$ cat src/shared/nfcomc_regs.vh
`ifndef NFCOMC_REGS_VH
`define NFCOMC_REGS_VH
// Byte addresses on the register bus
`define NFCOMC_OFF_OPCTRL     8'h08
`define NFCOMC_OFF_MODEDEF    8'h0C
`define NFCOMC_OFF_EVENTS     8'h10
`define NFCOMC_OFF_STATUS     8'h14
`define NFCOMC_OFF_PREFIX     8'h18
// Register indices as printed
`define NFCOMC_IDX_OPCTRL     8'h02
`define NFCOMC_IDX_MODEDEF    8'h03
// Operation control fields
`define NFCOMC_OC_READY       7
`define NFCOMC_OC_RX_EN       6
`define NFCOMC_OC_RX_ONECH    5
`define NFCOMC_OC_RX_MAN      4
`define NFCOMC_OC_TX_EN       3
`define NFCOMC_OC_WAKEUP      2
`define NFCOMC_OC_FD_HI       1
`define NFCOMC_OC_FD_LO       0
`define NFCOMC_OC_RESET       8'h00
// Mode definition fields
`define NFCOMC_MD_TARGET      7
`define NFCOMC_MD_PS_HI       6
`define NFCOMC_MD_PS_LO       3
`define NFCOMC_MD_MODSTYLE    2
`define NFCOMC_MD_RESET       8'h08
`define NFCOMC_MD_WMASK       8'hFC
// Field detector control codes
`define NFCOMC_FD_OFF         2'h0
`define NFCOMC_FD_COLLAV      2'h1
`define NFCOMC_FD_PEER        2'h2
`define NFCOMC_FD_AUTO        2'h3
// Protocol select codes
`define NFCOMC_PS_TYPE_A      4'h1
`define NFCOMC_PS_TYPE_B      4'h2
`define NFCOMC_PS_TYPE_1      4'h4
`define NFCOMC_PS_SUBC        4'hE
`define NFCOMC_PS_BPSK        4'hF
`define NFCOMC_PS_TGT_F       4'h4
// Transport frame bytes
`define NFCOMC_START_BYTE     8'hF0
// AXI responses
`define NFCOMC_RESP_OKAY      2'h0
`define NFCOMC_RESP_SLVERR    2'h2
`endif

$ cat src/rtl/nfcomc_top.v
`timescale 1ns/10ps
`include "nfcomc_regs.vh"
// Contract
// [RULE1] Top control bit powers oscillator and regulators, Ready state.
// [RULE2] Bit 6 enables the receiver.
// [RULE3] Bit 5 chooses both AM/PM channels or one chosen channel.
// [RULE4] Bit 4 picks automatic or manual channel choice with both channels.
// [RULE5] Bit 3 enables the transmitter.
// [RULE6] Field-on sets transmit enable; active peer transmit end clears it.
// [RULE7] Bit 2 enables wake-up mode.
// [RULE8] Bits 1:0 decode field detector off, collision, peer, automatic.
// [RULE9] Host uses collision threshold code for reader field-on work.
// [RULE10] Host uses automatic code for active peer and passive target.
// [RULE11] Detector on with all other bits zero gives low power listening.
// [RULE12] Operation control defaults load at power-up only.
// [RULE13] Mode register holds role bit and four-bit protocol code, reset 0001.
// [RULE14] Bit 2 of mode register picks on-off keying or amplitude modulation.
// [RULE15] Mode register writes accepted only while crystal stable.
// [RULE16] Initiator codes: type A, B, Type 1, sub-carrier, BPSK stream.
// [RULE17] Unsupported initiator code disables transmit and receive.
// [RULE18] Target codes: type A, type F, bit rate detection with enables.
// [RULE19] Host keeps prefix option off in bit rate detection.
// [RULE20] Prefix option adds start and length bytes on transmit.
// [RULE21] Mode register bits 1:0 read zero and ignore writes.
module nfcomc_top (
   input  wire        clk,
   input  wire        nrst,
   input  wire        ce,
   input  wire        por_n,
   input  wire        xtal_stable_pin,
   input  wire        field_on_cmd,
   input  wire        tx_done,
   input  wire        receiver_channel_choice,
   input  wire [7:0]  tx_len,
   input  wire        rx_byte_valid,
   input  wire        rx_first_byte,
   input  wire [31:0] s_axi_awaddr,
   input  wire        s_axi_awvalid,
   output wire        s_axi_awready,
   input  wire [31:0] s_axi_wdata,
   input  wire [3:0]  s_axi_wstrb,
   input  wire        s_axi_wvalid,
   output wire        s_axi_wready,
   output reg  [1:0]  s_axi_bresp,
   output reg         s_axi_bvalid,
   input  wire        s_axi_bready,
   input  wire [31:0] s_axi_araddr,
   input  wire        s_axi_arvalid,
   output wire        s_axi_arready,
   output reg  [31:0] s_axi_rdata,
   output reg  [1:0]  s_axi_rresp,
   output reg         s_axi_rvalid,
   input  wire        s_axi_rready,
   output reg         osc_reg_on,
   output reg         rx_enable,
   output reg         rx_am_on,
   output reg         rx_pm_on,
   output reg         rx_auto_select,
   output reg         tx_enable,
   output reg         wakeup_mode_on,
   output reg  [1:0]  field_detect_ctrl,
   output reg         fd_thr_peer,
   output reg         fd_auto,
   output reg         low_power_listen,
   output reg         target_role,
   output reg  [3:0]  protocol_select,
   output reg         modulation_style,
   output reg         mode_supported,
   output reg         brd_type_a,
   output reg         brd_type_f,
   output reg         transport_frame_prefix,
   output reg         tx_add_prefix,
   output reg  [7:0]  tx_prefix_byte0,
   output reg  [7:0]  tx_prefix_byte1,
   output reg         rx_skip_byte
);

   reg  [7:0]  opctrl_q;
   reg  [7:0]  opctrl_d;
   reg  [7:0]  modedef_q;
   reg         prefix_q;
   reg  [2:0]  xtal_sync_q;
   reg         xtal_ok_q;
   reg         ign_q;
   reg  [7:0]  aw_q;
   reg         aw_full_q;
   reg  [31:0] wd_q;
   reg  [3:0]  ws_q;
   reg         w_full_q;
   wire        do_write;
   wire        do_read;
   wire        mode_ok;
   wire        active_peer_mode_w;
   wire        tx_clear_w;
   wire        wr_opctrl_w;
   wire        wr_modedef_w;
   wire        wr_prefix_w;
   wire        rd_events_w;
   wire [31:0] status_word_w;

   // Mode code support check per role
   function supported;
      input       tgt;
      input [3:0] ps;
      begin
         if (tgt) begin
            supported = (ps == `NFCOMC_PS_TYPE_A) || (ps == `NFCOMC_PS_TGT_F) || ps[3];
         end else begin
            supported = (ps == `NFCOMC_PS_TYPE_A) || (ps == `NFCOMC_PS_TYPE_B) ||
                        (ps == `NFCOMC_PS_TYPE_1) || (ps == `NFCOMC_PS_SUBC) ||
                        (ps == `NFCOMC_PS_BPSK);
         end
      end
   endfunction

   // Register hit: byte address match with lane 0 strobed
   function reg_hit;
      input [7:0] addr;
      input [7:0] off;
      input       lane0;
      begin
         reg_hit = (addr == off) && lane0;
      end
   endfunction

   // Crystal stable pin synchroniser
   always @(posedge clk or negedge nrst) begin
      if (!nrst) begin
         xtal_sync_q <= 3'h0;
         xtal_ok_q   <= 1'b0;
      end else if (ce) begin
         xtal_sync_q <= {xtal_sync_q[1:0], xtal_stable_pin};
         if (xtal_sync_q[2] == xtal_sync_q[1]) begin
            xtal_ok_q <= xtal_sync_q[2];
         end
      end
   end

   // Write address and data captured in either order
   assign s_axi_awready = !aw_full_q && !s_axi_bvalid;
   assign s_axi_wready  = !w_full_q && !s_axi_bvalid;
   assign do_write      = aw_full_q && w_full_q && !s_axi_bvalid;
   always @(posedge clk or negedge nrst) begin
      if (!nrst) begin
         aw_q         <= 8'h00;
         aw_full_q    <= 1'b0;
         wd_q         <= 32'h0000_0000;
         ws_q         <= 4'h0;
         w_full_q     <= 1'b0;
         s_axi_bvalid <= 1'b0;
         s_axi_bresp  <= `NFCOMC_RESP_OKAY;
      end else if (ce) begin
         if (s_axi_awvalid && s_axi_awready) begin
            aw_q      <= s_axi_awaddr[7:0];
            aw_full_q <= 1'b1;
         end
         if (s_axi_wvalid && s_axi_wready) begin
            wd_q     <= s_axi_wdata;
            ws_q     <= s_axi_wstrb;
            w_full_q <= 1'b1;
         end
         if (do_write) begin
            aw_full_q    <= 1'b0;
            w_full_q     <= 1'b0;
            s_axi_bvalid <= 1'b1;
            case (aw_q)
               `NFCOMC_OFF_OPCTRL, `NFCOMC_OFF_MODEDEF, `NFCOMC_OFF_PREFIX: begin
                  s_axi_bresp <= `NFCOMC_RESP_OKAY;
               end
               default: begin
                  s_axi_bresp <= `NFCOMC_RESP_SLVERR;
               end
            endcase
         end else if (s_axi_bvalid && s_axi_bready) begin
            s_axi_bvalid <= 1'b0;
         end
      end
   end

   // Register strobes shared by several processes
   assign wr_opctrl_w  = do_write && reg_hit(aw_q, `NFCOMC_OFF_OPCTRL, ws_q[0]);
   assign wr_modedef_w = do_write && reg_hit(aw_q, `NFCOMC_OFF_MODEDEF, ws_q[0]);
   assign wr_prefix_w  = do_write && reg_hit(aw_q, `NFCOMC_OFF_PREFIX, ws_q[0]);
   assign rd_events_w  = do_read && reg_hit(s_axi_araddr[7:0], `NFCOMC_OFF_EVENTS, 1'b1);

   // Active peer: detector in automatic mode
   assign active_peer_mode_w = (opctrl_q[1:0] == `NFCOMC_FD_AUTO);
   // [RULE6] Transmission end in active peer work
   assign tx_clear_w = tx_done && opctrl_q[`NFCOMC_OC_TX_EN] && active_peer_mode_w;

   // Operation control next value
   always @* begin
      opctrl_d = opctrl_q;
      if (wr_opctrl_w) begin
         opctrl_d = wd_q[7:0];
      end
      // [RULE6] Automatic tx clear
      if (tx_clear_w) begin
         opctrl_d[`NFCOMC_OC_TX_EN] = 1'b0;
      end
      // [RULE6] Field-on sets tx, wins
      if (field_on_cmd) begin
         opctrl_d[`NFCOMC_OC_TX_EN] = 1'b1;
      end
   end

   // [RULE12] Defaults at power-up only
   always @(posedge clk or negedge por_n) begin
      if (!por_n) begin
         opctrl_q <= `NFCOMC_OC_RESET;
      end else if (ce) begin
         opctrl_q <= opctrl_d;
      end
   end

   // Mode register and prefix option
   always @(posedge clk or negedge nrst) begin
      if (!nrst) begin
         modedef_q <= `NFCOMC_MD_RESET;
         prefix_q  <= 1'b0;
      end else if (ce) begin
         if (wr_modedef_w) begin
            // [RULE15] Crystal gated write
            if (xtal_ok_q) begin
               // [RULE21] Reserved bits stay zero
               modedef_q <= wd_q[7:0] & `NFCOMC_MD_WMASK;
            end
         end
         if (wr_prefix_w) begin
            prefix_q <= wd_q[0];
         end
      end
   end

   // [RULE15] Refused mode write event, set beats read clear
   always @(posedge clk or negedge nrst) begin
      if (!nrst) begin
         ign_q <= 1'b0;
      end else if (ce) begin
         if (wr_modedef_w && !xtal_ok_q) begin
            ign_q <= 1'b1;
         end else if (rd_events_w) begin
            ign_q <= 1'b0;
         end
      end
   end

   // Read channel
   assign s_axi_arready = !s_axi_rvalid;
   assign do_read       = s_axi_arvalid && s_axi_arready;
   always @(posedge clk or negedge nrst) begin
      if (!nrst) begin
         s_axi_rvalid <= 1'b0;
         s_axi_rdata  <= 32'h0000_0000;
         s_axi_rresp  <= `NFCOMC_RESP_OKAY;
      end else if (ce) begin
         if (do_read) begin
            s_axi_rvalid <= 1'b1;
            s_axi_rresp  <= `NFCOMC_RESP_OKAY;
            case (s_axi_araddr[7:0])
               `NFCOMC_OFF_OPCTRL:  s_axi_rdata <= {24'h000000, opctrl_q};
               `NFCOMC_OFF_MODEDEF: s_axi_rdata <= {24'h000000, modedef_q};
               `NFCOMC_OFF_EVENTS:  s_axi_rdata <= {31'h0, ign_q};
               `NFCOMC_OFF_STATUS:  s_axi_rdata <= status_word_w;
               `NFCOMC_OFF_PREFIX:  s_axi_rdata <= {31'h0, prefix_q};
               default: begin
                  s_axi_rdata <= 32'h0000_0000;
                  s_axi_rresp <= `NFCOMC_RESP_SLVERR;
               end
            endcase
         end else if (s_axi_rvalid && s_axi_rready) begin
            s_axi_rvalid <= 1'b0;
         end
      end
   end

   assign mode_ok = supported(modedef_q[7], modedef_q[6:3]);
   // Status word: listening, code supported, crystal ok
   assign status_word_w = {29'h0, low_power_listen, mode_supported, xtal_ok_q};

   // Decoded control outputs
   always @(posedge clk or negedge nrst) begin
      if (!nrst) begin
         osc_reg_on             <= 1'b0;
         rx_enable              <= 1'b0;
         rx_am_on               <= 1'b0;
         rx_pm_on               <= 1'b0;
         rx_auto_select         <= 1'b0;
         tx_enable              <= 1'b0;
         wakeup_mode_on         <= 1'b0;
         field_detect_ctrl      <= `NFCOMC_FD_OFF;
         fd_thr_peer            <= 1'b0;
         fd_auto                <= 1'b0;
         low_power_listen       <= 1'b0;
         target_role            <= 1'b0;
         protocol_select        <= 4'h1;
         modulation_style       <= 1'b0;
         mode_supported         <= 1'b1;
         brd_type_a             <= 1'b0;
         brd_type_f             <= 1'b0;
         transport_frame_prefix <= 1'b0;
         tx_add_prefix          <= 1'b0;
         tx_prefix_byte0        <= 8'h00;
         tx_prefix_byte1        <= 8'h00;
         rx_skip_byte           <= 1'b0;
      end else if (ce) begin
         // [RULE1] Oscillator and regulator
         osc_reg_on     <= opctrl_q[`NFCOMC_OC_READY];
         // [RULE2] [RULE17] Receive enable
         rx_enable      <= opctrl_q[`NFCOMC_OC_RX_EN] && mode_ok;
         // [RULE3] Channel arrangement
         rx_am_on       <= !opctrl_q[`NFCOMC_OC_RX_ONECH] || !receiver_channel_choice;
         rx_pm_on       <= !opctrl_q[`NFCOMC_OC_RX_ONECH] || receiver_channel_choice;
         // [RULE4] Auto channel selection
         rx_auto_select <= !opctrl_q[`NFCOMC_OC_RX_ONECH] && !opctrl_q[`NFCOMC_OC_RX_MAN];
         // [RULE5] [RULE17] Transmit enable
         tx_enable      <= opctrl_q[`NFCOMC_OC_TX_EN] && mode_ok;
         // [RULE7] Wake-up mode
         wakeup_mode_on <= opctrl_q[`NFCOMC_OC_WAKEUP];
         // [RULE8] Field detector decode
         field_detect_ctrl <= opctrl_q[1:0];
         fd_thr_peer    <= opctrl_q[1:0] == `NFCOMC_FD_PEER;
         fd_auto        <= opctrl_q[1:0] == `NFCOMC_FD_AUTO;
         // [RULE11] Low power listening
         low_power_listen <= (opctrl_q[1:0] != `NFCOMC_FD_OFF) && (opctrl_q[7:2] == 6'h00);
         // [RULE13] [RULE14] Role, code, modulation
         target_role      <= modedef_q[`NFCOMC_MD_TARGET];
         protocol_select  <= modedef_q[6:3];
         modulation_style <= modedef_q[`NFCOMC_MD_MODSTYLE];
         // [RULE16] [RULE18] Code support
         mode_supported   <= mode_ok;
         brd_type_a       <= modedef_q[7] && modedef_q[6] && modedef_q[3];
         brd_type_f       <= modedef_q[7] && modedef_q[6] && modedef_q[5];
         // [RULE20] Transport frame prefix
         transport_frame_prefix <= prefix_q;
         tx_add_prefix    <= prefix_q;
         tx_prefix_byte0  <= prefix_q ? `NFCOMC_START_BYTE : 8'h00;
         tx_prefix_byte1  <= prefix_q ? tx_len : 8'h00;
         rx_skip_byte     <= prefix_q && rx_byte_valid && rx_first_byte;
      end
   end

endmodule // nfcomc_top

$ cat config.mk
export PLATFORM = sky130hd
export DESIGN_NAME = nfcomc_top
export DESIGN_NICKNAME = d
export VERILOG_FILES = /design/src/rtl/nfcomc_top.v
export VERILOG_INCLUDE_DIRS = /design/src /design/src/shared
export SDC_FILE = /design/constraint.sdc
export NUM_CORES = 1
export LEC_CHECK = 0
export ABC_AREA = 0
export BUFFER_PORTS_ARGS = -buffer_cell sky130_fd_sc_hd__buf_4
export CAP_MARGIN = 10
export CORE_MARGIN = 2
export CORE_UTILIZATION = 26
export DETAILED_ROUTE_END_ITERATION = 10
export GPL_TIMING_DRIVEN = 0
export PLACE_DENSITY_LB_ADDON = 0.05
export SYNTH_ARGS = -nofsm -noshare
export SYNTH_HDL_FRONTEND = slang
export SYNTH_SLANG_ARGS = --single-unit
$ cat constraint.sdc
create_clock -name clk -period 5.1 [get_ports clk]
set_input_delay 0 -clock clk [delete_from_list [all_inputs] [get_ports clk]]
set_output_delay 0 -clock clk [all_outputs]
set_load 0.02 [all_outputs]
==> results of run 1 <==
==> worst register-to-register path, cell delays in order (launching register included) <==
cell     delay (ns)
dfrtp_1        0.38
or4b_4         0.56
nor3_4         0.30
nand3_1        0.38
mux2_2         0.39
==> logic make-up after synthesis <==
kind of cell / Yosys count / synth area share (%)
flops: 82 / 55.4
simple gates: 71 / 10.5
buf+inv: 67 / 10.4
mux: 52 / 15.5
compound gates: 48 / 8.12
other cells: 1 / 0.101
==> Yosys cell counts (4+ instances only) <==
cell       n  area (um2)
dfrtp_1   79        1980
mux2_2    44         495
buf_4     35         263
o21ai_0   22         110
inv_1     21        78.8
nand2_1   17        63.8
nor2_1    16        60.1
nand3_1   12        60.1
mux2i_1    8        80.1
a21oi_1    6        30.0
buf_1      5        18.8
nor2b_1    5        31.3
a22o_1     4        35.0
a31oi_1    4        25.0
clkbuf_1   4        15.0
nand2b_1   4        25.0
==> metal layers <==
metal / vias up / part of all wire [%] / track usage (%)
li1: 1392 / - / -
met1: 1363 / 47 / 18.4
met2: 92 / 46 / 21.8
met3: 9 / 5.4 / 3.41
met4: 0 / 1.5 / 5.40
met5: - / 0 / 0
==> state kept, by name, indices dropped and copies added (netlist names), 2 cells and up <==
signal,count
protocol_select,4
tx_prefix_byte1,8
modedef_q,6
opctrl_q,8
field_detect_ctrl,2
aw_q,8
wd_q,8
xtal_sync_q,3
s_axi_rdata,8
==> stage by stage <==
stage / setup WS [ns] / power, mW / utilization [%] / cell area [um2] / std cells
after floorplan: 3.33 / 1.07 / - / 3820 / 350
after global placement: 2.97 / 1.22 / 34.3 / 4770 / 627
after detailed placement: 2.97 / 1.23 / 34.3 / 4770 / 627
after CTS: 2.95 / 1.89 / 38.7 / 5390 / 675
after global routing: 2.90 / 1.96 / 38.7 / 5390 / 675
final: 2.98 / 1.85 / 38.7 / 5390 / 675
==> power by group <==
group / switching, mW / internal, mW
clock network: 0.250 / 0.371
logic: 0.176 / 0.203
registers: 0.0943 / 0.756
==> final timing paths <==
kind	from	endpoint	slack (ns)	cells after the start
max in group asynchronous	nrst	tx_prefix_byte1[0]	4.11	2
worst min register to register	protocol_select[0]	protocol_select[0]	0.49	2
worst min-delay path	por_n	opctrl_q[2]	0.01	2
min in group clk	s_axi_araddr[4]	s_axi_rdata[0]	0.03	3
worst max register to register	aw_q[5]	modedef_q[6]	2.98	4
worst max-delay path	aw_q[5]	modedef_q[6]	2.98	4
==> what timing repair did <==
| item | CTS | global route |
|---|---|---|
| endpoints found under the hold margin | 111 | 0 |
| gates resized for setup | 0 | 0 |
| hold buffers | 34 | 0 |
==> cell type report <==
cell class	instances	area, um2	area share [%]
Clock inverter	4	45.0	0.836
Sequential cell	82	2060	38.1
Timing Repair Buffer	131	1070	19.8
Tap cell	180	225	4.18
Buffer	46	307	5.69
Multi-Input combinational cell	201	1380	25.6
Clock buffer	10	229	4.25
Inverter	21	78.8	1.46
==> flow_summary_export.csv, run 1 <==
group,metric,value,unit
worst_setup_path,crit_required,5.33,ns
finish,layout_commonest_cell,"buf_4",
timing,period_share,41.5,%
drt,drt_iter0_drc,67,
clock_network,ctsHtreeMaxLevel,3,
worst_setup_path,cp_top_family,"simple AND/OR/NAND/NOR gates",
yosys,synth_flop_cell,"dfrtp_1",
drt,wl_per_cell,14.8,um
global_routing,grt_max_degree,75,
finish,n_antenna_cell,0,
drt,via_per_inst,4.23,
yosys,yosysUniqueCellTypes,39,
timing,worst_slew_pin_slew,0.979,ns
timing,finalSetupViolations,0,
drt,drc,0,
yosys,syn_area,3710,um2
worst_setup_path,crit_chain,"or4b_4, nor3_4, nand3_1, mux2_2",
pwr,peakVddDrop,0.000184,V
global_routing,overflow,0,
timing,period_needed,2.12,ns
timing,holdWs,0.00958,ns
yosys,synth-seq-cells,82,
place,place.gp.congestion,0.745,
timing,finClkSkew,0.00605,ns
worst_setup_path,worstPathArrival,2.34,ns
worst_setup_path,cp_slowest_cell,"or4b_4",
yosys,syn_inst,321,
die,die_y,123,um
clock_network,clockRootBuffer,"clkbuf_16",
drt,vias,2856,
worst_setup_path,critPathLaunchType,"flop",
place,dpl.hpwl,6970,um
finish,final_cell_mix,"132 x buf_4, 79 x dfrtp_1, 44 x mux2_2, 34 x dlygate4sd3_1, 30 x conb_1",
clock_network,cts_sinks,82,
clock_network,cts_tree,"done",
timing,max_freq,473,MHz
worst_setup_path,cpPeakStageDelay,0.56,ns
global_routing,grt_pass1_vias,2819,
die,ios,204,
finish,nets,615,
global_routing,grt_antenna_before_repair,0,
yosys,syn_area_per_cell,11.6,um2
die,fp.dieW,123,um
die,rows,43,
clock_network,numCtsBuffers,9,
pwr,powerDensity,343,nW/um2
place,portBuffers,97,
yosys,synthArstFlopShare,100,%
drt,drt_pre_antenna_iters,4,
drt,ant_nets,0,
yosys,ys.warnings.count,0,
die,die_area,15200,um2
timing,relSlewSlack,34.8,%
job,drv_cap,0,
global_routing,grt_pass1_wl,15500,um
finish,fill_cells,1395,
yosys,synth_seq_area_share,55.4,%
timing,finalHoldViolCount,0,
die,core,13900,um2
clock_network,cts.clk_slew.worst_paths,0.06,ns
yosys,synth_edf_count,0,
finish,drive_above_1_share,40.4,%
global_routing,grt_usage,13.9,%
worst_setup_path,critPathBufInv,0,
clock_network,cts_max_path_buffers,2,
worst_setup_path,end_kind,"flop",
clock_network,clk_latency,0.34,ns
finish,synthToLayoutAreaGrowth,45.2,%
hold_path,hp-class,"in2async",
clock_network,postCtsSetupBuffers,0,
drt,wirelength,10000,um
worst_setup_path,cp_max_fo,6,
outcome,outcome,"finished clean",
die,start_util,26.6,%
timing,slew_viol_final,0,
timing,grt_setup_unrepaired,"no",
pwr,power.leakage,2.65,nW
worst_setup_path,worstSetupPathType,"reg2reg",
timing,finalSetupTns,0,ns
(Power assumes the default switching activity.)
==> inputs of run 2 (changes only) <==
- clock period: 5.1 -> 2.1 ns (I/O delays scaled with it)
==> flow_summary_export.csv, run 2 (synthesis results as in run 1) <==
group,metric,value,unit
timing,relSlewSlack,34.5,%
timing,finClkSkew,0.00556,ns
drt,ant_nets,0,
worst_setup_path,rr_worst_depth,4,
finish,final_cells,675,
pwr,internal_power,3.23,mW
global_routing,overflow,0,
clock_network,cts_tree,"done",
drt,via_per_inst,4.22,
global_routing,grt_pass1_vias,2824,
drt,vias,2850,
pwr,pwr-share-seq,45.9,%
finish,fin_area,5410,um2
die,core,13900,um2
worst_setup_path,worstPathArrival,2.26,ns
global_routing,grt_antenna_before_repair,0,
clock_network,postCtsSetupBuffers,0,
die,ios,204,
global_routing,grt_pass1_wl,15500,um
pwr,power.leakage,2.64,nW
pwr,report.power.total,4.51,mW
place,place.gp.congestion,0.745,
job,drv_cap,0,
timing,finalHoldViolCount,0,
pwr,powerDensity,834,nW/um2
pwr,sw_frac_of_total,28.4,%
timing,slew_viol_final,0,
drt,drt_pre_antenna_iters,4,
die,die_y,123,um
drt,drt_iter0_drc,70,
place,dpl.hpwl,6970,um
outcome,outcome,"finished clean",
die,rows,43,
clock_network,clk_latency,0.34,ns
worst_setup_path,cp_slowest_cell,"or4b_4",
clock_network,cts.clk_slew.worst_paths,0.06,ns
place,preCtsSetupSlack,-0.0341,ns
finish,layout_commonest_cell,"buf_4",
timing,worst_slew_pin_slew,0.983,ns
die,fp.dieW,123,um
pwr,p_switching,1.28,mW
finish,nets,615,
timing,period_share,96.6,%
place,dpl_cell_area,4770,um2
drt,drc,0,
finish,drive_above_1_share,40.6,%
worst_setup_path,cp_max_fo,8,
finish,fill_cells,1393,
timing,grt_setup_unrepaired,"no",
global_routing,grt_usage,13.9,%
worst_setup_path,crit_chain,"or4b_4, nor3_4, nand4_4, mux2_2",
worst_setup_path,end_kind,"flop",
timing,finalSetupViolations,0,
pwr,pwr-share-comb,20.6,%
pwr,peakVddDrop,0.000448,V
die,die_area,15200,um2
drt,wl_per_cell,14.9,um
drt,wirelength,10000,um
finish,n_antenna_cell,0,
place,portBuffers,97,
clock_network,cts_max_path_buffers,2,
pwr,p_clk_share,33.5,%
timing,finalSetupTns,0,ns
die,start_util,26.6,%
worst_setup_path,rrSetupSlack,0.07,ns
timing,period_needed,2.03,ns
timing,max_freq,493,MHz
finish,fin_util,38.8,%
clock_network,clockRootBuffer,"clkbuf_16",
finish,synthToLayoutAreaGrowth,45.7,%
timing,holdWs,0.0106,ns
hold_path,hp-class,"in2async",
worst_setup_path,cpPeakStageDelay,0.56,ns
place,place_inst,627,
timing,setup_ws,0.0711,ns
clock_network,ctsHtreeMaxLevel,3,
clock_network,cts_sinks,82,
worst_setup_path,crit_required,2.33,ns
worst_setup_path,critPathLaunchType,"flop",
worst_setup_path,worstSetupPathType,"reg2reg",
clock_network,numCtsBuffers,9,
global_routing,grt_max_degree,75,
finish,final_cell_mix,"132 x buf_4, 79 x dfrtp_1, 44 x mux2_2, 34 x dlygate4sd3_1, 30 x conb_1",
-- run 2: cell counts in the layout (fill, tap and decap cells not counted) --
Identical to the previous run, type by type.
-- run 2: path summary, 6_finish.rpt --
check                              startpoint                  to
max in group asynchronous                nrst  tx_prefix_byte1[0]
min                                     por_n         opctrl_q[2]
min reg2reg                protocol_select[0]  protocol_select[0]
max                                   aw_q[5]         opctrl_q[5]
min in group clk              s_axi_araddr[4]      s_axi_rdata[0]
max reg2reg                           aw_q[5]         opctrl_q[5]
-- run 2: repair_timing --
item / CTS / global route
endpoints found under the setup margin: 6 / 7
gates resized for setup: 1 / 2
hold buffers: 34 / 0
hold endpoints to repair: 111 / 0
-- run 2: layer usage --
metal | vias to the layer above | routed length (um) | global-route usage [%]
li1 | 1389 | - | -
met4 | 0 | 151 | 5.40
met3 | 10 | 542 | 3.41
met5 | - | 0 | 0
met1 | 1359 | 4670 | 18.3
met2 | 92 | 4670 | 21.9
-- run 2: area by class of cell --
class	count	area (um2)	share of cell area (%)
multi-input cells	201	1400	25.9
inverters	21	78.8	1.46
clock buffers	10	229	4.23
plain buffers	46	307	5.67
flip-flops and latches	82	2060	38.0
well taps	180	225	4.16
repair buffers	131	1070	19.8
clock inverters	4	45.0	0.833
-- run 2: power groups by stage --
stage               combinational (mW)  sequential (mW)  clock (mW)
detailed placement               0.882             2.10           0
global placement                 0.870             2.09           0
global route                      1.02             2.12        1.63
floorplan                        0.542             2.07           0
CTS                              0.935             2.07        1.57
finish                           0.930             2.07        1.51
-- run 2: critical path: cells and delay by family, from the launching register on --
kind             cells  cell delay (ns)
muxes                1             0.33
and+or+nand+nor      3             1.20
DFF                  1             0.38
